<file path="src/logic/dac_ctrl_pkg.sv">
package dac_ctrl_pkg;

	// Bus geometry and register indices; byte address is four times the index.
	localparam int          ADDR_W         = 12;
	localparam logic [7:0]  IDX_CONTROL    = 8'h00;
	localparam logic [7:0]  IDX_SAMPLE     = 8'h01;
	localparam int          BIT_ENABLE     = 0;
	localparam int          BIT_PINBUF     = 6;
	localparam int          BIT_KEEPRUN    = 7;
	localparam logic [7:0]  CONTROL_RESET  = 8'h00;
	localparam logic [7:0]  SAMPLE_RESET   = 8'h00;
	localparam logic [31:0] RDATA_RESET    = 32'h00000000;

	// Start-up time after a sleep stop, in ns, and its cycle count at the clock rate.
	localparam int          CLK_MHZ        = 250;
	localparam int          STARTUP_NS     = 1000;
	localparam int          STARTUP_CYCLES = (STARTUP_NS * CLK_MHZ + 999) / 1000;
	localparam int          WARM_W         = 16;

	typedef enum logic [1:0] {
		PWR_OFF    = 2'b00,
		PWR_ON     = 2'b01,
		PWR_HALTED = 2'b10,
		PWR_WARMUP = 2'b11
	} pwr_state_t;

	typedef struct packed {
		logic keepRunningInStandby;
		logic pinBufferOn;
		logic enable;
	} ctrl_t;

	typedef struct packed {
		logic              psel;
		logic              penable;
		logic              pwrite;
		logic [ADDR_W-1:0] paddr;
		logic [31:0]       pwdata;
	} apb_req_t;

	typedef struct packed {
		logic hit;
		logic isSample;
	} reg_sel_t;

	// Maps a byte address onto a register; misaligned or unknown addresses miss.
	function automatic reg_sel_t decode_addr(input logic [ADDR_W-1:0] addr);
		reg_sel_t sel;
		sel = '{hit: 1'b0, isSample: 1'b0};
		if (addr == {IDX_CONTROL, 2'b00}) begin
			sel.hit = 1'b1;
		end else if (addr == {IDX_SAMPLE, 2'b00}) begin
			sel.hit = 1'b1;
			sel.isSample = 1'b1;
		end
		return sel;
	endfunction

endpackage

</file>
<file path="src/logic/dac_conversion_control.sv">
`timescale 1ns/10ps
module dac_conversion_control
	import dac_ctrl_pkg::*;
#(
	parameter int WARM_CYCLES = STARTUP_CYCLES
)
(
	input  wire logic              clk,
	input  wire logic              rst_n,
	input  wire logic              psel,
	input  wire logic              penable,
	input  wire logic              pwrite,
	input  wire logic [ADDR_W-1:0] paddr,
	input  wire logic [31:0]       pwdata,
	output logic                   pready,
	output logic [31:0]            prdata,
	output logic                   pslverr,
	input  wire logic              standbySleep,
	input  wire logic              powerDownSleep,
	input  wire logic              clkPerAvailable,
	input  wire logic              debugHalt,
	output logic                   converterPowered,
	output logic                   bufferPowered,
	output logic                   internalOutValid,
	output logic                   convStart,
	output logic [7:0]             dacCode
);

	apb_req_t   req;
	ctrl_t      control;
	logic [7:0] sampleValue;
	logic [7:0] controlRead;
	logic       writeControl;
	logic       writeSample;
	logic       sleepAllows;
	logic       powered;
	logic       running;
	pwr_state_t pwrState;
	logic       pending;
	logic       setPending;
	logic       fire;
	logic       enableRising;

	// Bus signals travel into the slave as one bundle.
	assign req = '{psel: psel, penable: penable, pwrite: pwrite, paddr: paddr, pwdata: pwdata};

	// Reserved control bits are never stored, so they read back as zero.
	always_comb begin
		controlRead              = 8'h00;
		controlRead[BIT_ENABLE]  = control.enable;
		controlRead[BIT_PINBUF]  = control.pinBufferOn;
		controlRead[BIT_KEEPRUN] = control.keepRunningInStandby;
	end

	apb_reg_slave u_slave (
		.clk          (clk),
		.rst_n        (rst_n),
		.req          (req),
		.controlRead  (controlRead),
		.sampleRead   (sampleValue),
		.pready       (pready),
		.prdata       (prdata),
		.pslverr      (pslverr),
		.writeControl (writeControl),
		.writeSample  (writeSample)
	);

	// Only the three defined control bits take write data.
	always_ff @(posedge clk or negedge rst_n) begin
		if (!rst_n) begin
			control <= ctrl_t'(3'b000);
		end else if (writeControl) begin
			control.enable               <= pwdata[BIT_ENABLE];
			control.pinBufferOn          <= pwdata[BIT_PINBUF];
			control.keepRunningInStandby <= pwdata[BIT_KEEPRUN];
		end
	end

	// The sample code is stored whether or not the converter is enabled.
	always_ff @(posedge clk or negedge rst_n) begin
		if (!rst_n) begin
			sampleValue <= SAMPLE_RESET;
		end else if (writeSample) begin
			sampleValue <= pwdata[7:0];
		end
	end

	// Sleep gating; debug halt is deliberately not an input to it.
	always_comb begin
		sleepAllows = !powerDownSleep;
		if (standbySleep && !(control.keepRunningInStandby && clkPerAvailable)) begin
			sleepAllows = 1'b0;
		end
	end

	dac_power_seq #(
		.WARM_CYCLES (WARM_CYCLES)
	) u_power (
		.clk         (clk),
		.rst_n       (rst_n),
		.enable      (control.enable),
		.sleepAllows (sleepAllows),
		.state       (pwrState),
		.powered     (powered),
		.running     (running)
	);

	// A conversion is requested by a sample write while enabled or by enabling.
	always_comb begin
		enableRising = writeControl && pwdata[BIT_ENABLE] && !control.enable;
		setPending   = enableRising || (writeSample && control.enable);
	end

	// The request waits out a sleep stop and its warm-up instead of being lost.
	assign fire = pending && running;

	// A new request in the firing cycle wins over the clear, so it fires again.
	always_ff @(posedge clk or negedge rst_n) begin
		if (!rst_n) begin
			pending <= 1'b0;
		end else if (setPending) begin
			pending <= 1'b1;
		end else if (fire || !control.enable) begin
			pending <= 1'b0;
		end
	end

	// The converter code changes only on a start, so the analogue level is held.
	always_ff @(posedge clk or negedge rst_n) begin
		if (!rst_n) begin
			convStart <= 1'b0;
			dacCode   <= SAMPLE_RESET;
		end else begin
			convStart <= fire;
			if (fire) begin
				dacCode <= sampleValue;
			end
		end
	end

	// Power outputs follow the sequencer one cycle later, from flops.
	always_ff @(posedge clk or negedge rst_n) begin
		if (!rst_n) begin
			converterPowered <= 1'b0;
			bufferPowered    <= 1'b0;
			internalOutValid <= 1'b0;
		end else begin
			converterPowered <= powered;
			bufferPowered    <= powered && control.pinBufferOn;
			internalOutValid <= running;
		end
	end

	logic [WARM_W-1:0] haltedRun;

	// Counts consecutive cycles of warm-up so the start-up delay can be checked.
	always_ff @(posedge clk or negedge rst_n) begin
		if (!rst_n) begin
			haltedRun <= '0;
		end else if (pwrState == PWR_WARMUP) begin
			haltedRun <= haltedRun + WARM_W'(1);
		end else begin
			haltedRun <= '0;
		end
	end

	chk_enable_powers: assert property (@(posedge clk) disable iff (!rst_n)
		writeControl && pwdata[BIT_ENABLE] && sleepAllows && !control.enable
		|=> ##2 converterPowered)
		else $error("Converter not powered after enable write.");

	chk_disable_off: assert property (@(posedge clk) disable iff (!rst_n)
		writeControl && !pwdata[BIT_ENABLE] |=> ##2 !converterPowered && !bufferPowered)
		else $error("Converter still powered after disable write.");

	chk_write_starts: assert property (@(posedge clk) disable iff (!rst_n)
		writeSample && control.enable && running && !writeControl
		|=> ##1 convStart && dacCode == $past(pwdata[7:0], 2))
		else $error("Sample write while running did not start conversion.");

	chk_disabled_store: assert property (@(posedge clk) disable iff (!rst_n)
		!control.enable && !pending |=> !convStart)
		else $error("Conversion started while disabled.");

	chk_buffer_gate: assert property (@(posedge clk) disable iff (!rst_n)
		bufferPowered |-> converterPowered && $past(control.pinBufferOn))
		else $error("Pin buffer powered without its enable.");

	chk_internal_out: assert property (@(posedge clk) disable iff (!rst_n)
		running && !control.pinBufferOn |=> internalOutValid && !bufferPowered)
		else $error("Internal output missing without pin buffer.");

	chk_standby_run: assert property (@(posedge clk) disable iff (!rst_n)
		running && standbySleep && control.keepRunningInStandby && clkPerAvailable
		&& !powerDownSleep && !writeControl |=> running)
		else $error("Converter stopped in standby with keep-running set.");

	chk_standby_stop: assert property (@(posedge clk) disable iff (!rst_n)
		standbySleep && !control.keepRunningInStandby |=> ##1 !converterPowered && !bufferPowered)
		else $error("Converter still powered in standby.");

	chk_warmup_len: assert property (@(posedge clk) disable iff (!rst_n)
		$fell(pwrState == PWR_WARMUP) && pwrState == PWR_ON
		|-> $past(haltedRun) == WARM_W'(WARM_CYCLES - 1))
		else $error("Start-up delay has the wrong length.");

	chk_warmup_noconv: assert property (@(posedge clk) disable iff (!rst_n)
		pwrState == PWR_WARMUP |=> !convStart)
		else $error("Conversion fired during start-up.");

	chk_powerdown_off: assert property (@(posedge clk) disable iff (!rst_n)
		powerDownSleep [*2] |=> !converterPowered)
		else $error("Converter powered in power down.");

	chk_debug_ignored: assert property (@(posedge clk) disable iff (!rst_n)
		debugHalt && running && sleepAllows && control.enable && !writeControl |=> running)
		else $error("Debug halt disturbed the converter.");

	chk_reserved_zero: assert property (@(posedge clk) disable iff (!rst_n)
		pready && psel && penable && !pwrite && !pslverr && paddr == {IDX_CONTROL, 2'b00}
		|-> prdata[5:1] == 5'h00 && prdata[31:8] == 24'h000000)
		else $error("Reserved control bits read non-zero.");

	cov_direct_conv: cover property (@(posedge clk) disable iff (!rst_n)
		writeSample && running ##2 convStart);

	cov_wake_conv: cover property (@(posedge clk) disable iff (!rst_n)
		pwrState == PWR_WARMUP ##1 pwrState == PWR_ON ##1 convStart);

	cov_enable_conv: cover property (@(posedge clk) disable iff (!rst_n)
		enableRising ##[1:3] convStart);

	cov_standby_keep: cover property (@(posedge clk) disable iff (!rst_n)
		standbySleep && running && control.keepRunningInStandby);

endmodule

</file>
<file path="src/logic/apb_reg_slave.sv">
`timescale 1ns/10ps
module apb_reg_slave
	import dac_ctrl_pkg::*;
(
	input  wire logic        clk,
	input  wire logic        rst_n,
	input  wire apb_req_t    req,
	input  wire logic [7:0]  controlRead,
	input  wire logic [7:0]  sampleRead,
	output logic             pready,
	output logic [31:0]      prdata,
	output logic             pslverr,
	output logic             writeControl,
	output logic             writeSample
);

	reg_sel_t setupSel;
	reg_sel_t accessSel;
	logic     setup;
	logic     access;

	// Read data is captured in the setup cycle so that it comes from a flop.
	assign setup     = req.psel && !req.penable;
	assign access    = req.psel && req.penable && pready;
	assign setupSel  = decode_addr(req.paddr);
	assign accessSel = decode_addr(req.paddr);

	// One wait-free access phase: ready rises after setup and falls after access.
	always_ff @(posedge clk or negedge rst_n) begin
		if (!rst_n) begin
			pready  <= 1'b0;
			pslverr <= 1'b0;
			prdata  <= RDATA_RESET;
		end else if (setup) begin
			pready  <= 1'b1;
			pslverr <= !setupSel.hit;
			if (req.pwrite || !setupSel.hit) begin
				prdata <= RDATA_RESET;
			end else if (setupSel.isSample) begin
				prdata <= {24'h000000, sampleRead};
			end else begin
				prdata <= {24'h000000, controlRead};
			end
		end else if (access) begin
			pready  <= 1'b0;
			pslverr <= 1'b0;
		end
	end

	// Writes land on the edge that completes the access phase, never earlier.
	always_comb begin
		writeControl = access && req.pwrite && accessSel.hit && !accessSel.isSample;
		writeSample  = access && req.pwrite && accessSel.hit && accessSel.isSample;
	end

endmodule

</file>
<file path="src/logic/dac_power_seq.sv">
`timescale 1ns/10ps
module dac_power_seq
	import dac_ctrl_pkg::*;
#(
	parameter int WARM_CYCLES = STARTUP_CYCLES
)
(
	input  wire logic clk,
	input  wire logic rst_n,
	input  wire logic enable,
	input  wire logic sleepAllows,
	output pwr_state_t state,
	output logic      powered,
	output logic      running
);

	pwr_state_t        next_state;
	logic [WARM_W-1:0] warmCount;

	// Disabling always wins; a sleep stop is only left through the warm-up.
	always_comb begin
		next_state = state;
		case (state)
			PWR_OFF: begin
				if (enable && sleepAllows) next_state = PWR_ON;
				else if (enable) next_state = PWR_HALTED;
			end
			PWR_ON: begin
				if (!enable) next_state = PWR_OFF;
				else if (!sleepAllows) next_state = PWR_HALTED;
			end
			PWR_HALTED: begin
				if (!enable) next_state = PWR_OFF;
				else if (sleepAllows) next_state = PWR_WARMUP;
			end
			PWR_WARMUP: begin
				if (!enable) next_state = PWR_OFF;
				else if (!sleepAllows) next_state = PWR_HALTED;
				else if (warmCount == WARM_W'(WARM_CYCLES - 1)) next_state = PWR_ON;
			end
			default: next_state = PWR_OFF;
		endcase
	end

	// State and its decoded power flags are all registered together.
	always_ff @(posedge clk or negedge rst_n) begin
		if (!rst_n) begin
			state   <= PWR_OFF;
			powered <= 1'b0;
			running <= 1'b0;
		end else begin
			state   <= next_state;
			powered <= (next_state == PWR_ON) || (next_state == PWR_WARMUP);
			running <= (next_state == PWR_ON);
		end
	end

	// Warm-up counter restarts every time the halted state is left.
	always_ff @(posedge clk or negedge rst_n) begin
		if (!rst_n) begin
			warmCount <= '0;
		end else if (state == PWR_WARMUP) begin
			warmCount <= warmCount + WARM_W'(1);
		end else begin
			warmCount <= '0;
		end
	end

endmodule

</file>
<file path="config.mk">
export PLATFORM = sky130hd
export DESIGN_NAME = dac_conversion_control
export DESIGN_NICKNAME = d
export VERILOG_FILES = /design/src/logic/dac_ctrl_pkg.sv /design/src/logic/dac_conversion_control.sv /design/src/logic/apb_reg_slave.sv /design/src/logic/dac_power_seq.sv
export SDC_FILE = /design/constraint.sdc
export NUM_CORES = 1
export LEC_CHECK = 0
export BUFFER_PORTS_ARGS = -buffer_cell sky130_fd_sc_hd__buf_2
export CAP_MARGIN = 25
export CORE_ASPECT_RATIO = 0.7
export CORE_MARGIN = 4
export CORE_UTILIZATION = 48
export DETAILED_ROUTE_END_ITERATION = 6
export GPL_ROUTABILITY_DRIVEN = 0
export GPL_TIMING_DRIVEN = 0
export PLACE_DENSITY = 0.86
export SLEW_MARGIN = 10
export SYNTH_ARGS = -nofsm -noshare
export SYNTH_HDL_FRONTEND = slang
export SYNTH_SLANG_ARGS = --single-unit
</file>
<file path="constraint.sdc">
create_clock -name clk -period 1.72 [get_ports clk]
set_input_delay 0.344 -clock clk [delete_from_list [all_inputs] [get_ports clk]]
set_output_delay 0.344 -clock clk [all_outputs]
set_load 0.05 [all_outputs]
</file>
# Word level (Yosys, flattened, before mapping)
# Index checks and enable logic that the tools add are counted.
[word_totals] reg_bits=78 word_cells=76
[classes] add_sub_neg=1 n_eq_ne=7 n_mux=22 reduce_logical=29
[op_table] cell="$mux W32" count=1
[op_table] cell="$mux W2" count=10
[op_table] cell="$add A16 B1 Y16 const B" count=1
[op_table] cell="$eq A16 B8 Y1 const B" count=1
[op_table] cell="$mux W16" count=1
[op_table] cell="$logic_and A1 B1 Y1" count=15
[op_table] cell="$eq A12 B3 Y1 const B" count=1
[op_table] cell="$logic_not A12 Y1" count=1
[op_table] cell="$mux W1" count=8
[op_table] cell="$mux W8" count=1
[op_table] cell="$pmux W2 S4" count=1
[op_table] cell="$eq A2 B2 Y1 const B" count=3
[op_table] cell="$logic_not A1 Y1" count=6
[op_table] cell="$eq A2 B1 Y1 const B" count=2
[op_table] cell="$logic_or A1 B1 Y1" count=4
[op_table] cell="$reduce_bool A2 Y1" count=2
[op_table] cell="$logic_not A2 Y1" count=1

# Depth between registers and ports, before layout
[depth] ltp_word=9 ltp_mapped=5 ltp_nobuf=5

# Hierarchy
# From an unflattened synthesis, not the netlist that was laid out.
[unflattened] hier_cells=226 hier_area_um2=2549.9
[modules_own_cells] module="dac_power_seq" instances=1 cells_per_inst=95 area_each_um2=968.4
[modules_own_cells] module="dac_conversion_control" instances=1 cells_per_inst=54 area_each_um2=870.8
[modules_own_cells] module="apb_reg_slave" instances=1 cells_per_inst=77 area_each_um2=710.7

# Least setup slack after synthesis
# Ideal clock, no wire load.
[synth_path] kind="flip-flop to flip-flop" start="reg u_slave.pready" end="reg sampleValue[0]" t_arrival_ns=1.793 required_time_ns=1.595 slack_ns=-0.198 stages_incl_launch_ff=4 path_buffers=0 cell_sequence="dfrtp_1 -> nand2_1 -> nor4_4 -> mux2_4"
[synth_via] elab_chain_len=4
[synth_lines] element="start: declaration" line="apb_reg_slave.sv:10" source="output logic pready,"
[synth_lines] element="start signal: assignment" line="apb_reg_slave.sv:31" source="pready <= 1'b0;"
[synth_lines] element="start signal: assignment" line="apb_reg_slave.sv:35" source="pready <= 1'b1;"
[synth_lines] element="start signal: assignment" line="apb_reg_slave.sv:45" source="pready <= 1'b0;"
[synth_lines] element="$logic_and A1 B1 Y1" line="apb_reg_slave.sv:24" source="assign access = req.psel && req.penable && pready;"
[synth_lines] element="$logic_and A1 B1 Y1 (3 in series)" line="apb_reg_slave.sv:53" source="writeSample = access && req.pwrite && accessSel.hit && accessSel.isSample;"
[synth_lines] element="end signal: assignment" line="dac_conversion_control.sv:84" source="sampleValue <= pwdata[7:0];"
[synth_lines] element="end: declaration" line="dac_conversion_control.sv:31" source="logic [7:0] sampleValue;"
# No other way between the ends.
# A chain may end at the register's enable or synchronous reset.

# Final worst setup path
[layout_path] start="in paddr[1]" end="reg u_slave.prdata[5]"
[layout_via] elab_chain_len=6 elab_cells_between_ends=9 classes_between="eq/ne (1); mux (5); reduce/logical (3)"
[layout_lines] element="start: declaration" line="dac_conversion_control.sv:13" source="input wire logic [ADDR_W-1:0] paddr,"
[layout_lines] element="$eq A12 B3 Y1" line="dac_ctrl_pkg.sv:52" source="end else if (addr == {IDX_SAMPLE, 2'b00}) begin"
[layout_lines] element="$mux W2" line="dac_ctrl_pkg.sv:52"
[layout_lines] element="$mux W1" line="dac_ctrl_pkg.sv:50" source="if (addr == {IDX_CONTROL, 2'b00}) begin"
[layout_lines] element="$logic_not A1 Y1" line="apb_reg_slave.sv:37" source="if (req.pwrite || !setupSel.hit) begin"
[layout_lines] element="$logic_or A1 B1 Y1" line="apb_reg_slave.sv:37"
[layout_lines] element="$mux W32 *" line="apb_reg_slave.sv:37"
[layout_lines] element="end signal: assignment" line="apb_reg_slave.sv:40" source="prdata <= {24'h000000, sampleRead};"
[layout_lines] element="end signal: assignment" line="apb_reg_slave.sv:42" source="prdata <= {24'h000000, controlRead};"
[layout_lines] element="end: declaration" line="apb_reg_slave.sv:11" source="output logic [31:0] prdata,"
# Mark *: on every way between the ends. The rest lies on a longest branch, timed or not.

==> summary.md <==
| Metric | Value |
|---|---|
| Insertion delay of the later-clocked pin in the worst-skew pair | slightly above 300 ps |
| Number of synthesized flops with an enable pin | 0 |
| FILL cells | 408 |
| Diodes inserted | 0 |
| Share of flip-flops with an asynchronous set or reset | 100% |
| Number of unique standard cell types used by synthesis | 31 |
| Internal Pwr Total | 0.00168 W |
| Pwr dens | ~750 nW/µm² |
| Critical path arrival | between 1500 and 2000 ps |
| Cells traversed along the worst timing path | buf_2 -> nor3_1 -> nand2_1 -> nor4_2 -> a22o_1 |
| Number of cell rows | 21 |
| Detailed-route wire length per cell | roughly 14 µm |
| Std-Cell Core Area | approximately 4900 µm² |
| Path length in cells of the critical path | 5 |
| TritonCTS buffer count | 5 |
| Residual DRC count | 0 |
| CP Capture Type | flop |
| Global-route usage over all layers | 16.2% |
| Layout cell share with drive strength beyond 1 | a little under two fifths |
| Crit path max-delay family | simple AND/OR/NAND/NOR gates |
| Clock tree sinks | 54 |
| Clk pin slew, worst setup/hold paths | 100 ps |
| Detail Route Antenna Nets | 0 |
| YS warnings | 0 |
| Max Clock Skew | ~8.5 ps |
| Routed via count | 1,763 |
| Final HPWL DP | about 3700 µm |
| Routed Wire Length | approximately 5000 µm |
| First DRT Iteration DRCs | 123 |
| Required time at the endpoint of the critical path | around 2000 ps |
| Number of buffer and inverter instances along the worst setup path | 1 |
| Number of detailed-route iterations in the first pass | 4 |
| Overall power after layout | between 0.002 and 0.0025 W |
| Number of maximum-capacitance violations | 0 |
| Slew margin rel. | about 58% |
| Master of the slowest instance on the critical path | sky130_fd_sc_hd__nor4_2 |
| Unrepaired setup endpoints after global routing | false |
| H-tree depth reported by CTS | 2 |
| Inst Count DP | roughly 350 |
| Post-Layout Cell Count | around 360 |
| Area of all placed cells without fillers | roughly 3000 µm² |
| Maximum clock insertion buffer count | 2 |
| Count of buffers inserted at the top-level ports | between 40 and 50 |
| CTS tree | done |
| Synthesis-to-layout area growth | 22.2% |
| Critical-path maximum fanout | 5 |
| Max IR drop VDD | between 0.3 and 0.4 mV |
| Floorplan die area | around 6400 µm² |
| Clock network fraction of total power | about a third |
| Top area cells in the synthesized netlist | sky130_fd_sc_hd__dfrtp_1 54%, sky130_fd_sc_hd__buf_4 7.2%, sky130_fd_sc_hd__mux2_4 4.8%, sky130_fd_sc_hd__mux2_2 4.5%, sky130_fd_sc_hd__xor2_1 3.9% |
| Clock tree root buffer cell | sky130_fd_sc_hd__clkbuf_8 |
| Yosys reg bits | between 50 and 60 |
| Number of global-route vias before repair | between 1.5k and 2k |
| Initial core utilization | around half |
| Max-slew violations | 0 |
| Worst reg-to-reg path cell count | 4 |
| DR vias/cell | roughly 5 |
| Pin count of the biggest net entering global routing | 29 |
| Critical Path Source Type | primary input |
| Final net count | around 340 |
| Capture instance of the worst register-to-register path | u_power.warmCount[15] |
| Source of the worst register-to-register timing path | u_power.warmCount[4] |
| Post-synthesis instance area | 2490 µm² |
| Antenna violations before repair | 0 |
| Count of endpoints failing setup in the final report | 0 |
| Share of the cycle needed by the critical path after routing | 93.0% |
| Boundary pin count | 99 |
| Highest achievable clock rate | ~630 MHz |
| Die Ht | 68.2 µm |
| Switching part of the total | about 27% |
| Leading area contributor after synthesis | sky130_fd_sc_hd__dfrtp_1 |
| Top flip-flop cell by instance count after synthesis | sky130_fd_sc_hd__dfrtp_1 |
| Run status | complete, no violations |
| Global-route wire length before repair | between 7000 and 8000 µm |
| Worst hold path type | primary input to asynchronous set/reset pin |
| Total count of hold-check failures in the final report | 0 |
| Total gr overflow | 0 |
| CP Capture Point | u_slave.prdata[5] |
| Pleak | between 1.5 and 2 nW |
| X dimension of the die | about 94 µm |
| Sequential area share after synthesis | 54.3% |
| Sequential power share | 55.8% |
| Fraction of synthesized cell area taken by the top area cell type | 54.3% |
| Switching Power | about 0.00062 W |
| Worst-case register-to-register setup slack | between 100 and 150 ps |
| Combinational cell fraction of total power | roughly 12% |
| Launching instance or port of the critical path | paddr[1] |
| Crit path largest cell delay | between 500 and 600 ps |
| Worst-Margin Slew | 632 ps |
| Placement Cell Area | between 2000 and 3000 µm² |
| Avg Synthesized Cell Area | about 12 µm² |
| Crit Path Class | primary input to flop |
| Number of cells produced by synthesis | between 200 and 250 |
| Clock period minus worst slack | 1600 ps |
power by group through the flow:
stage               Combinational, W  Sequential [W]  Clock, W
finish                      0.000283         0.00128  0.000731
global route                0.000303         0.00128  0.000805
CTS                         0.000281         0.00128  0.000744
detailed placement          0.000279         0.00130         0
global placement            0.000270         0.00130         0
floorplan                   0.000180         0.00132         0
cells in the final DEF (no fill, tap or decap), drive strengths merged, types with 2 or more instances in the layout:
cell / instances
dfrtp: 54
buf: 74
a22o: 5
a21oi: 4
mux2: 18
nand4: 9
nand2: 14
and2: 5
conb: 24
xor2: 11
clkbuf: 9
inv: 5
or3: 2
nand3: 5
mux2i: 3
and4: 5
o21ai: 9
nor2: 16
ha: 2
nor4: 6
timing repair:
action                     in CTS  in global routing
setup endpoints to repair      14                  1
pin swaps                       1                  0
hold buffers                    0                  0
gates resized for setup         1                  0
setup buffers                   1                  0
metal layers:
metal,part of all wire (%),up-vias,track usage (%)
li1,-,839,-
met5,0,-,0
met3,7.3,10,4.29
met1,44,847,21.6
met2,47,67,26.1
met4,1.5,0,5.77
cells in the mapped netlist (all sizes together) (2+ instances only):
cell and n:
dfrtp 54, buf 24, mux2 18, nor2 16
nand2 14, xor2 11, nand4 9, o21ai 9
nor4 6, a22o 5, and2 5, and4 5
inv 5, nand3 5, a21oi 4, clkbuf 4
mux2i 3, ha 2, or3 2
per-stage QoR:
stage | utilization [%] | worst slack, ps | hold slack [ps] | TNS, ps
final | 62.2 | 121 | 28.4 | 0
after CTS | 62.3 | 38.6 | 50.8 | 0
after detailed placement | 59.8 | -526 | 356 | -6510
after global routing | 62.2 | 8.22 | 70.0 | 0
after global placement | 59.4 | -510 | 379 | -6150
after floorplan | - | -149 | 48.4 | -1190
sequential cells by signal, summed over array words and instances, names as in the netlist:
register           cells
bufferPowered          1
control                3
convStart              1
converterPowered       1
dacCode                8
internalOutValid       1
pending                1
sampleValue            8
u_power.powered        1
u_power.running        1
u_power.state          2
u_power.warmCount     16
u_slave.prdata         8
u_slave.pready         1
u_slave.pslverr        1
logic make-up after synthesis:
family          Yosys count  synth area share (%)
xor+xnor                 12                  4.23
simple gates             66                  15.8
mux                      21                  10.6
other cells               1                 0.151
flops                    54                  54.3
buf+inv                  33                  8.60
fa+ha+maj                 2                  1.01
compound gates           21                  5.33
worst min path at each step:
stage	start	endpoint	slack (ps)	cells past startpoint
final	rst_n	control[2]	30	1
after global routing	rst_n	control[2]	70	1
after CTS	rst_n	dacCode[6]	50	1
after detailed placement	u_power.powered	converterPowered	360	0
after global placement	u_power.powered	converterPowered	380	0
after floorplan	rst_n	bufferPowered	50	0
worst reg2reg max path: stages (launching register included):
cell and delay, ps:
sky130_fd_sc_hd__dfrtp_1 420, sky130_fd_sc_hd__and4_1 380, sky130_fd_sc_hd__nand3_1 200, sky130_fd_sc_hd__or3_1 370
sky130_fd_sc_hd__a21oi_1 140
cell type report:
class | instances | area (µm²) | area share [%]
Sequential cell | 54 | 1350 | 44.5
Tap cell | 69 | 86.3 | 2.84
Multi-Input combinational cell | 146 | 1010 | 33.4
Clock buffer | 6 | 82.6 | 2.72
Inverter | 5 | 18.8 | 0.618
Timing Repair Buffer | 50 | 280 | 9.22
Buffer | 27 | 191 | 6.30
Clock inverter | 2 | 12.5 | 0.412
No activity file was read; power rests on OpenSTA's default activity.
